===== src/rail_pid_map.svh =====
// Offsets, field positions, reset values and timing counts of the rail pressure controller.
// Assumes inclusion by bare name from the package and the testbench.
`ifndef RAIL_PID_MAP_SVH
`define RAIL_PID_MAP_SVH
`define RP_CLK_HZ 10000000
`define RP_UPDATE_US 1000
`define RP_UPDATE_CYC ((`RP_CLK_HZ / 1000000) * `RP_UPDATE_US)
`define RP_PWM_PERIOD 8'd100
// Register byte offsets
`define RP_OFF_CTRL 8'h00
`define RP_OFF_SETPOINT 8'h04
`define RP_OFF_THRESH 8'h08
`define RP_OFF_GAIN 8'h0C
`define RP_OFF_TI 8'h10
`define RP_OFF_TD 8'h14
`define RP_OFF_LIMITS 8'h18
`define RP_OFF_FF 8'h1C
`define RP_OFF_BATT_MAX 8'h20
`define RP_OFF_AUX_CFG 8'h24
`define RP_OFF_STATUS 8'h28
`define RP_OFF_TERMS 8'h2C
`define RP_OFF_DUTY 8'h30
`define RP_OFF_AUX_OUT 8'h34
// Control fields
`define RP_CTRL_MODE 0
`define RP_CTRL_INLET_EN 1
`define RP_CTRL_HPV_EN 2
`define RP_CTRL_CHAN_LO 4
`define RP_CTRL_LOCK 6
`define RP_CTRL_CLEAR 7
`define RP_CTRL_AUX_OVR 8
// Reset values
`define RP_THRESH_RST 16'h0FFF
`define RP_OUTMAX_RST 8'h1E
`endif


===== src/rail_pid_pkg.sv =====
// Types shared by the rail pressure controller.
// Assumes the map header is on the include path.
`include "rail_pid_map.svh"
package rail_pid_pkg;
  typedef enum logic [0:0] {MODE_INLET = 1'b0, MODE_HIGH = 1'b1} loop_valve_select_e;
  typedef struct packed {
    logic [31:0] haddr;
    logic [1:0] htrans;
    logic hwrite;
    logic [2:0] hsize;
    logic hsel;
    logic hready;
    logic [31:0] hwdata;
  } ahb_req_s;
  typedef struct packed {
    logic [31:0] hrdata;
    logic hreadyout;
    logic hresp;
  } ahb_rsp_s;
endpackage : rail_pid_pkg


===== src/rail_pressure_pid_control.sv =====
// Rail pressure PID control with auxiliary loop tail, AHB-Lite register slave.
// Assumes pressure samples in bar on four analog inputs, synchronous to clk_in.
//
// Decided for this implementation: the AHB-Lite register port and the register offsets.
`timescale 1ns/100ps
// How it works
// Auxiliary combined output is its limited PID output plus feed forward.
// Auxiliary override enable replaces the combined output with the override value.
// Each enabled target selector entry receives the auxiliary combined output; here no enable exists and every entry receives it.
// Only one loop, inlet or high pressure, runs at any time.
// The non-loop valve gets constant duty at the fixed PWM frequency.
// In high pressure mode the inlet valve runs at its constant duty.
// Inlet feed forward adds to the limited inlet output, inlet mode only.
// Pressure above threshold latches a fault and turns off all channels.
// The fault stays set until software writes the clear bit.
// A selector picks one of four analog channels as pressure feedback.
// Presence flag is true only when module inserted and powered.
// Battery derived maximum duty keeps valve current at or below 3A.
// Channel locking drives channels one-two and three-four as pairs.
// Inlet PWM reaches its channels only while inlet enable is on.
// Zero gain kills all terms; negative gain inverts the error.
// Zero integral time disables integral; smaller times strengthen it.
// Zero derivative time disables derivative; larger times strengthen it.
// Inlet output clamps to min and max (max 0..30%) before feed forward.
// Proportional, integral and derivative terms are readable.
// The active loop is evaluated once per fixed update period.
// Final duty is bounded by min and by the lower of max and battery max.
module rail_pressure_pid_control #(
  parameter int UPDATE_CYC = `RP_UPDATE_CYC,
  parameter int TARGETS = 4
) (
  input wire logic clk_in,
  input wire logic resetn_in,
  input wire rail_pid_pkg::ahb_req_s ahb_in,
  output rail_pid_pkg::ahb_rsp_s ahb_out,
  input wire logic [63:0] analog_in,
  input wire logic module_inserted_in,
  input wire logic module_powered_in,
  input wire logic [15:0] aux_loop_pid_in,
  output logic [3:0] lowside_out,
  output logic driver_module_present_out,
  output logic pressure_fault_flag_out,
  output logic [TARGETS*8-1:0] aux_target_values_out
);
  import rail_pid_pkg::*;

  initial begin
    if (TARGETS < 1 || TARGETS > 8 || UPDATE_CYC < 2) begin
      $error("rail_pressure_pid_control: unsupported parameters");
    end
  end

  typedef struct packed {
    logic [7:0] ctrl;
    logic [15:0] setpoint;
    logic [15:0] thresh;
    logic signed [15:0] gain;
    logic [15:0] ti;
    logic [15:0] td;
    logic [15:0] limits;
    logic [31:0] ff;
    logic [7:0] batt_max;
    logic [15:0] aux_cfg;
    logic fault;
    logic signed [31:0] integ;
    logic signed [15:0] prev_err;
    logic signed [15:0] p_term;
    logic signed [15:0] i_term;
    logic signed [15:0] d_term;
    logic [7:0] inlet_duty;
    logic [7:0] high_duty;
    logic [7:0] aux_out;
    logic [31:0] tick;
    logic [7:0] pwm_cnt;
    logic [3:0] ls;
    logic [7:0] addr;
    logic wr;
    logic rd;
    logic [31:0] rdata;
  } state_s;

  state_s s_q, s_d;

  // ------------------------------------------------------------
  // Combinational helpers
  // ------------------------------------------------------------
  function automatic logic [7:0] clamp8(input logic signed [17:0] v, input logic [7:0] lo,
                                        input logic [7:0] hi);
    logic signed [17:0] r;
    r = v;
    if (r > $signed({10'h000, hi})) r = $signed({10'h000, hi});
    if (r < $signed({10'h000, lo})) r = $signed({10'h000, lo});
    return r[7:0];
  endfunction : clamp8

  logic [15:0] pressure;
  logic signed [16:0] err17;
  logic signed [15:0] err;
  logic [7:0] out_max_eff;
  logic [7:0] duty_max_eff;
  logic signed [17:0] pid_sum;
  logic [7:0] pid_lim;
  logic over_pressure;
  logic bus_take;

  // Feedback channel and error
  always_comb begin
    pressure = analog_in[s_q.ctrl[`RP_CTRL_CHAN_LO +: 2]*16 +: 16];
    err17 = $signed({1'b0, s_q.setpoint}) - $signed({1'b0, pressure});
    err = (err17 > 17'sd32767) ? 16'sh7FFF : (err17 < -17'sd32768) ? 16'sh8000 : err17[15:0];
    over_pressure = pressure > s_q.thresh;
    out_max_eff = (s_q.limits[15:8] > `RP_OUTMAX_RST) ? `RP_OUTMAX_RST : s_q.limits[15:8];
    duty_max_eff = (s_q.ff[31:24] < s_q.batt_max) ? s_q.ff[31:24] : s_q.batt_max;
    pid_sum = 18'(s_q.p_term) + 18'(s_q.i_term) + 18'(s_q.d_term);
    pid_lim = clamp8(pid_sum, s_q.limits[7:0], out_max_eff);
    bus_take = ahb_in.hsel && ahb_in.hready && ahb_in.htrans[1];
  end

  // ------------------------------------------------------------
  // Next state
  // ------------------------------------------------------------
  always_comb begin
    logic signed [31:0] e_gain;
    logic signed [31:0] de;
    logic [7:0] loop_duty;
    logic [7:0] aux_comb;
    s_d = s_q;
    e_gain = 32'(s_q.gain) * 32'(err);
    de = 32'(err) - 32'(s_q.prev_err);
    loop_duty = 8'h00;
    aux_comb = 8'h00;
    s_d.tick = (s_q.tick >= 32'(UPDATE_CYC - 1)) ? 32'h0 : s_q.tick + 32'h1;
    // One loop evaluation per update period on the selected valve only
    if (s_q.tick == 32'h0) begin
      s_d.prev_err = err;
      if (s_q.gain == 16'sh0000) begin
        s_d.p_term = 16'sh0000;
        s_d.i_term = 16'sh0000;
        s_d.d_term = 16'sh0000;
      end else begin
        s_d.p_term = 16'(e_gain >>> 8);
        if (s_q.ti == 16'h0000) begin
          s_d.integ = 32'sh0;
        end else begin
          s_d.integ = s_q.integ + e_gain / $signed({16'h0000, s_q.ti});
        end
        s_d.i_term = 16'(s_d.integ >>> 8);
        s_d.d_term = (s_q.td == 16'h0000) ? 16'sh0000 :
                     16'((32'(s_q.gain) * de * $signed({16'h0000, s_q.td})) >>> 16);
      end
      loop_duty = clamp8(18'(pid_lim) + 18'(s_q.ff[7:0]), s_q.limits[7:0] & 8'h00,
                         8'hFF);
      if (s_q.ctrl[`RP_CTRL_MODE] == MODE_INLET) begin
        s_d.inlet_duty = clamp8(18'(loop_duty), s_q.ff[23:16], duty_max_eff);
        s_d.high_duty = clamp8(18'(s_q.ff[15:8]), s_q.ff[23:16], duty_max_eff);
      end else begin
        s_d.high_duty = clamp8(18'(pid_lim), s_q.ff[23:16], duty_max_eff);
        s_d.inlet_duty = clamp8(18'(s_q.ff[15:8]), s_q.ff[23:16], duty_max_eff);
      end
    end
    // Auxiliary loop tail
    aux_comb = clamp8(18'($signed(aux_loop_pid_in)) + 18'(s_q.aux_cfg[7:0]), 8'h00,
                      8'hFF);
    s_d.aux_out = s_q.ctrl[`RP_CTRL_AUX_OVR - 1] ? s_q.aux_cfg[15:8] : aux_comb;
    // Shared PWM counter, fixed frequency for both valves
    s_d.pwm_cnt = (s_q.pwm_cnt >= `RP_PWM_PERIOD - 8'd1) ? 8'h00 : s_q.pwm_cnt + 8'h01;
    s_d.ls[0] = s_q.ctrl[`RP_CTRL_INLET_EN] && (s_q.pwm_cnt < s_q.inlet_duty);
    s_d.ls[1] = s_q.ctrl[`RP_CTRL_LOCK] ? s_d.ls[0] : 1'b0;
    s_d.ls[2] = s_q.ctrl[`RP_CTRL_HPV_EN] && (s_q.pwm_cnt < s_q.high_duty);
    s_d.ls[3] = s_q.ctrl[`RP_CTRL_LOCK] ? s_d.ls[2] : 1'b0;
    // Bus data phase: writes land here
    s_d.wr = bus_take && ahb_in.hwrite;
    s_d.rd = bus_take && !ahb_in.hwrite;
    s_d.addr = ahb_in.haddr[7:0];
    if (s_q.wr) begin
      unique case (s_q.addr)
        `RP_OFF_CTRL: s_d.ctrl = {1'b0, ahb_in.hwdata[6:0]};
        `RP_OFF_SETPOINT: s_d.setpoint = ahb_in.hwdata[15:0];
        `RP_OFF_THRESH: s_d.thresh = ahb_in.hwdata[15:0];
        `RP_OFF_GAIN: s_d.gain = ahb_in.hwdata[15:0];
        `RP_OFF_TI: s_d.ti = ahb_in.hwdata[15:0];
        `RP_OFF_TD: s_d.td = ahb_in.hwdata[15:0];
        `RP_OFF_LIMITS: begin
          // Maximum above its ceiling is stored as the ceiling, so reads show the limit in force
          s_d.limits[15:8] = (ahb_in.hwdata[15:8] > `RP_OUTMAX_RST) ? `RP_OUTMAX_RST :
                             ahb_in.hwdata[15:8];
          s_d.limits[7:0] = ahb_in.hwdata[7:0];
        end
        `RP_OFF_FF: s_d.ff = ahb_in.hwdata;
        `RP_OFF_BATT_MAX: s_d.batt_max = ahb_in.hwdata[7:0];
        `RP_OFF_AUX_CFG: s_d.aux_cfg = ahb_in.hwdata[15:0];
        default: ;
      endcase
      // Override enable kept in ctrl bit 7 slot of aux: bit 8 of the word
      if (s_q.addr == `RP_OFF_CTRL) begin
        s_d.ctrl[`RP_CTRL_AUX_OVR - 1] = ahb_in.hwdata[`RP_CTRL_AUX_OVR];
      end
    end
    // Fault: set wins over a clear arriving in the same cycle
    if (s_q.wr && s_q.addr == `RP_OFF_CTRL && ahb_in.hwdata[`RP_CTRL_CLEAR]) begin
      s_d.fault = 1'b0;
    end
    if (over_pressure) begin
      s_d.fault = 1'b1;
    end
    if (s_q.fault || over_pressure) begin
      s_d.ls = 4'h0;
    end
    // Read data for next data phase
    unique case (ahb_in.haddr[7:0])
      `RP_OFF_CTRL: s_d.rdata = {23'h0, s_q.ctrl[7], 1'b0, s_q.ctrl[6:0]};
      `RP_OFF_SETPOINT: s_d.rdata = {16'h0, s_q.setpoint};
      `RP_OFF_THRESH: s_d.rdata = {16'h0, s_q.thresh};
      `RP_OFF_GAIN: s_d.rdata = {16'h0, s_q.gain};
      `RP_OFF_TI: s_d.rdata = {16'h0, s_q.ti};
      `RP_OFF_TD: s_d.rdata = {16'h0, s_q.td};
      `RP_OFF_LIMITS: s_d.rdata = {16'h0, s_q.limits};
      `RP_OFF_FF: s_d.rdata = s_q.ff;
      `RP_OFF_BATT_MAX: s_d.rdata = {24'h0, s_q.batt_max};
      `RP_OFF_AUX_CFG: s_d.rdata = {16'h0, s_q.aux_cfg};
      `RP_OFF_STATUS: s_d.rdata = {28'h0, pressure_present_w(), s_q.fault, 2'b00};
      `RP_OFF_TERMS: s_d.rdata = {s_q.p_term, s_q.i_term};
      `RP_OFF_DUTY: s_d.rdata = {s_q.d_term, s_q.high_duty, s_q.inlet_duty};
      `RP_OFF_AUX_OUT: s_d.rdata = {8'h00, pressure, s_q.aux_out};
      default: s_d.rdata = 32'h0;
    endcase
  end

  function automatic logic pressure_present_w();
    return module_inserted_in && module_powered_in;
  endfunction : pressure_present_w

  // ------------------------------------------------------------
  // State register
  // ------------------------------------------------------------
  always_ff @(posedge clk_in or negedge resetn_in) begin
    if (!resetn_in) begin
      s_q <= '0;
      s_q.thresh <= `RP_THRESH_RST;
      s_q.limits <= {`RP_OUTMAX_RST, 8'h00};
      s_q.ff <= 32'hFF00_0000;
      s_q.batt_max <= 8'hFF;
    end else begin
      s_q <= s_d;
    end
  end

  // Outputs; every access answers with zero wait states
  assign ahb_out.hrdata = s_q.rdata;
  assign ahb_out.hreadyout = 1'b1;
  assign ahb_out.hresp = 1'b0;
  assign lowside_out = s_q.ls;
  assign driver_module_present_out = pressure_present_w();
  assign pressure_fault_flag_out = s_q.fault;

  // Every target selector entry gets the aux output; no enable bit gates it
  genvar g;
  for (g = 0; g < TARGETS; g++) begin : g_tgt
    assign aux_target_values_out[g*8 +: 8] = s_q.aux_out;
  end
endmodule : rail_pressure_pid_control


===== config.mk =====
export PLATFORM = sky130hd
export DESIGN_NAME = rail_pressure_pid_control
export DESIGN_NICKNAME = d
export VERILOG_FILES = /design/src/rail_pid_pkg.sv /design/src/rail_pressure_pid_control.sv
export VERILOG_INCLUDE_DIRS = /design/src /design/src/src
export SDC_FILE = /design/constraint.sdc
export NUM_CORES = 2
export LEC_CHECK = 0
export BUFFER_PORTS_ARGS = -buffer_cell sky130_fd_sc_hd__buf_2
export CORE_MARGIN = 5
export CORE_UTILIZATION = 60
export DETAILED_ROUTE_END_ITERATION = 12
export PLACE_DENSITY = 0.85
export SLEW_MARGIN = 0
export SYNTH_ARGS = -nofsm -noshare
export SYNTH_HDL_FRONTEND = slang
export SYNTH_SLANG_ARGS = --single-unit

===== constraint.sdc =====
create_clock -name clk_in -period 126.3 [get_ports clk_in]
set_clock_uncertainty 0.05 [all_clocks]
set_input_delay 18.945 -clock clk_in [delete_from_list [all_inputs] [get_ports clk_in]]
set_output_delay 18.945 -clock clk_in [all_outputs]
set_load 0.02 [all_outputs]

======== Yosys cells after proc, flatten, opt, wreduce, memory -nomap -nowiden ========
Index checks and enable logic that the tools add are counted.
cells by class
  add/subtract/negate cells ............... 9
  $mul .................................... 3
  divide/modulo/power cells ............... 1
  order comparisons ....................... 23
  equality and inequality tests ........... 22
  shift-type cells ........................ 1
  muxes and demuxes ....................... 42
  bitwise logic cells ..................... 1
  reductions and logical operators ........ 27
operators with widths
  cell                                                    count
  one-hot mux 32 bit (14 select lines)                    1
  two-way mux 18 bit                                      11
  two-way mux 8 bit                                       16
  < comparator 18 x 9 -> 1 bit                            5
  equality test 8 x 5 -> 1 bit (second input constant)    8
  equality test 8 x 6 -> 1 bit (second input constant)    8
  two-way mux 16 bit                                      4
  two-way mux 32 bit                                      2
  variable part select 64 x 7 -> 16 bit                   1
  logical NOT 16 bit                                      3
  two-way mux 48 bit                                      1
  < comparator 18 x 1 -> 1 bit (second input constant)    2
  subtractor 16 x 16 -> 17 bit                            2
  adder 32 x 1 -> 32 bit (second input constant)          1
  adder 32 bit                                            1
  divider 32 x 17 -> 32 bit                               1
  equality test 8 x 4 -> 1 bit (second input constant)    4
  >= comparator 32 x 14 -> 1 bit (second input constant)  1
  logical NOT 32 bit                                      1
  multiplier 16 x 16 -> 32 bit                            1
  multiplier 16 x 17 -> 32 bit                            1
  multiplier 32 x 17 -> 32 bit                            1
  greater-than comparator 8 bit                           3
  < comparator 8 bit                                      3
  other kinds (23)                                        47
storage, ports and cells
  register bits after elaboration ......... 366
  bits of input ports ..................... 156
  output and inout bits ................... 72
  word-level logic and storage cells ...... 155

======== Longest topological paths before layout ========
  depth after elaboration ................. 20
  gate-level depth with buffers ........... 573

======== Worst setup path before layout ========
No wires, ideal clock.
  path type ............................... in2reg
  from .................................... input analog_in[57]
  to ...................................... register s_q[197] (netlist name)
  library setup time ...................... 121 ps
  arrival time ............................ 126117 ps
  data required time ...................... 126129 ps
  slack ................................... 12 ps
  stages .................................. 541
  buffers on the path ..................... 58
  cells stage by stage .................... mux4_2 inv_1 ha_1 clkbuf_1 a21o_1 a21oi_1 nor2b_1 nor3_1 nor2_1 o21ai_0 nand2b_1 a21oi_1 o21bai_1 and2_1 o21ai_0 clkbuf_1 nor2_1 fa_1 (+505 left out) a21oi_1 o21ai_0 a21o_1 a21o_1 a21o_1 a21o_1 a21o_1 a21oi_1 o21ai_0 a21o_1 a21o_1 a21o_1 a21o_1 a21o_1 a21oi_1 xnor2_1 xnor2_1 a22o_1
on the way
  word-level cells in the longest chain between the ends .. 9
RTL lines
  element                                    line                              source
  start, declared                            rail_pressure_pid_control.sv:36   input wire logic [63:0] analog_in,
  variable part select 64 x 7 -> 16 bit (*)  rail_pressure_pid_control.sv:108  pressure = analog_in[s_q.ctrl[`RP_CTRL_CHAN_LO +: 2]*16 +: 16];
  subtractor 16 x 16 -> 17 bit (*)           rail_pressure_pid_control.sv:109  err17 = $signed({1'b0, s_q.setpoint}) - $signed({1'b0, pressure});
  < comparator 17 x 16 -> 1 bit              rail_pressure_pid_control.sv:110  err = (err17 > 17'sd32767) ? 16'sh7FFF : (err17 < -17'sd32768) ? 16'sh8000 : err17[15:0];
  two-way mux 16 bit                         rail_pressure_pid_control.sv:110
  two-way mux 16 bit (*)                     rail_pressure_pid_control.sv:110
  multiplier 16 x 16 -> 32 bit (*)           rail_pressure_pid_control.sv:128  e_gain = 32'(s_q.gain) * 32'(err);
  divider 32 x 17 -> 32 bit (*)              rail_pressure_pid_control.sv:145  s_d.integ = s_q.integ + e_gain / $signed({16'h0000, s_q.ti});
  adder 32 bit (*)                           rail_pressure_pid_control.sv:145
  two-way mux 32 bit (*)                     rail_pressure_pid_control.sv:142  if (s_q.ti == 16'h0000) begin
  end, declared                              rail_pressure_pid_control.sv:82   state_s s_q, s_d;
Mark *: on every way between the ends. The rest lies on a longest branch, timed or not.
A chain may end at the register's enable or synchronous reset.

======== Worst setup path after layout ========
  from .................................... input analog_in[35]
  to ...................................... register s_q[197] (netlist name)
The elaborated chain is that of the path after synthesis.

==> flow_summary.toml <==
[outcome]
status = "finished, final reports clean"

[grt]
grt_max_degree = 86
grt_usage = 0.360
grt_pass1_wl_um = 395000
grt_pass1_vias = 75156
overflow = 0
antenna_found_initial = 9

[clock_tree]
cts-root-buf = "clkbuf_16"
cts_buffers = 38
clkSinkCount = 358
cts_tree = "yes"
clkTransAtPathRegs_ns = 0.06
clk_path_buf_depth = 3
worstSkewPairLatency_ns = 0.59
htreeDepth = 2
ctsHoldBuffers = 0

[route]
dr.pass1.iters = 9
drc_errors = 0
drt_wl_total_um = 253000
drt-initial-drc-count = 6667
num_vias = 72667
vias_per_cell = 6.29
ant_nets = 0
drt-wirelength-per-cell_um = 21.9

[floorplan]
io_pins = 228
die_width_um = 370
die_y_um = 370
rows = 132
design.die.area_um2 = 137000
core_um2 = 129000
start_util = 0.603

[cells_and_area]
syn2layout_area_growth_pct = 11.1
drive_above_1_share = 0.150
num-nets-final = 11625
stdcell_count = 11556

[place]
hpwl_um = 200000
gp_congestion = 1.02
io_buffers = 197
dp.cells = 11456

[synth]
synth.avg_cell_area_um2 = 8.38
synth_edf_count = 0
synthesis.area_um2 = 77800
synthCells = 9289
yosysUniqueCellTypes = 137
synth-seq-cells = 358
synthTopCellsByArea = "fa_1 (22%), ha_1 (13%), dfrtp_1 (10%)"
async_flop_share = 1.00
yosysMostFrequentCell = "inv_1"
yosysSeqAreaShare = 0.116
synthTopCellsByCount = "inv_1 (1204), nand2_1 (1071), fa_1 (856)"
synth_ff_type = "dfrtp_1"
yosysWarnings = 0
netlist.area_leader.share = 0.220
synth_top_area_cell = "fa_1"

[worst_setup_path]
slowest_delay_ns = 0.61
critical_path.startpoint = "analog_in[35]"
crit_arrival_ns = 120.70
critPathSlowestCell = "fa_1"
critical_path_class = "in -> reg"
cp_common_cell = "o21a_1"
path_max_fanout = 17
cp.buffers_inverters = 38
cp-start-kind = "primary input"
cp_data_required_time_ns = 126.70
r2r-start = "s_q[364]$_DFFE_PN0P_"
critPathCaptureType = "flip-flop"
rrSetupSlack_ns = 23.47
cpLargestDelayFamily = "compound AO/OA/AOI/OAI gates"

[timing]
period_minus_slack_ns = 120.30
clock.fmax_ghz = 0.00831
final-hold-violation-count = 0
period_share = 0.953
slew_headroom = 0.0737
holdWs_ns = 0.441
finalSetupViolCount = 0
report.final.slew_viol_count = 0
tightest_slew_ns = 1.39

[min_path]
hold_class = "reg -> reg"
hold_start = "s_q[163]$_DFFE_PN0N_"

[job]
drv_cap = 0
per-layer routing:
layer / track usage / vias to the layer above / part of all wire
met2: 0.607 / 3803 / 0.46
met4: 0.227 / 6 / 0.079
li1: - / 32332 / -
met1: 0.420 / 35258 / 0.36
met5: 0 / - / 0.00015
met3: 0.0745 / 1268 / 0.097
placed cells by master (no fill, tap or decap), types with 211 or more instances in the layout:
cell | netlist | routed
buf_4 | 74 | 658
mux2_2 | 211 | 211
and2_1 | 380 | 380
fa_1 | 856 | 856
o21a_1 | 240 | 240
nor2_1 | 513 | 501
nor3_1 | 269 | 252
ha_1 | 833 | 826
a21oi_1 | 395 | 369
inv_1 | 1204 | 1203
nand2_1 | 1071 | 1064
o21ai_0 | 319 | 306
xnor2_1 | 274 | 265
dfrtp_1 | 326 | 326
through the flow:
step                      worst slack (ns)  setup TNS, ns   util  area, um^2
after floorplan                     0.0122              0      -       77900
after CTS                            0.328              0  0.661       85400
final                                 6.00              0  0.669       86400
after global placement                2.36              0  0.651       84100
after detailed placement           -0.0824         -0.161  0.651       84100
after global routing                -0.350          -1.35  0.669       86400
tightest hold or removal path, cell delays in order, from the launching register on:
cell and delay (ns):
dfrtp_1 0.35, nand2_1 0.05, o21ai_0 0.06
cell families after synthesis:
kind of cell / after synthesis / share of synthesized area
AOI/OAI and AO/OA: 1933 / 0.171
adders and majority gates: 1690 / 0.354
other: 2 / 0.0000965
buffers and inverters: 1645 / 0.0835
DFF: 358 / 0.116
xor gates and xnor gates: 418 / 0.0470
and+or+nand+nor: 2950 / 0.185
muxes: 293 / 0.0440
timing repair:
| item | in CTS | in global routing |
|---|---|---|
| buffers inserted | 0 | 24 |
| hold endpoints to repair | 0 | 0 |
| pin swaps | 0 | 24 |
| gates cloned | 0 | 2 |
| setup endpoints to repair | 2 | 40 |
| resized for setup | 1 | 182 |
flip-flops by register name (all words and copies together) (netlist names):
register,flops
pressure_fault_flag_out,1
ahb_out,32
lowside_out,4
s_q,313
aux_target_values_out,8
area by class of cell:
type | count | area [um^2]
Antenna cell | 5 | 12.5
Clock buffer | 48 | 1060
Clock inverter | 21 | 246
Fill cell | 10041 | 42700
Inverter | 1207 | 4530
Multi-Input combinational cell | 7309 | 63400
Sequential cell | 358 | 9000
Tap cell | 1742 | 2180
Timing Repair Buffer | 866 | 6060
final timing paths:
kind / end / cells after the start
max: s_q[197]$_DFFE_PN0P_ / 526
max in group asynchronous: s_q[254]$_DFFE_PN0P_ / 3
max reg2reg: s_q[197]$_DFFE_PN0P_ / 525
min reg2reg: s_q[163]$_DFFE_PN0N_ / 2
min: s_q[163]$_DFFE_PN0N_ / 2
min in group asynchronous: lowside_out[1]$_DFF_PN0_ / 1
Power is left out: the tool's default activity adds up to more than one toggle a clock period on the data nets, which glitch-free logic cannot reach.
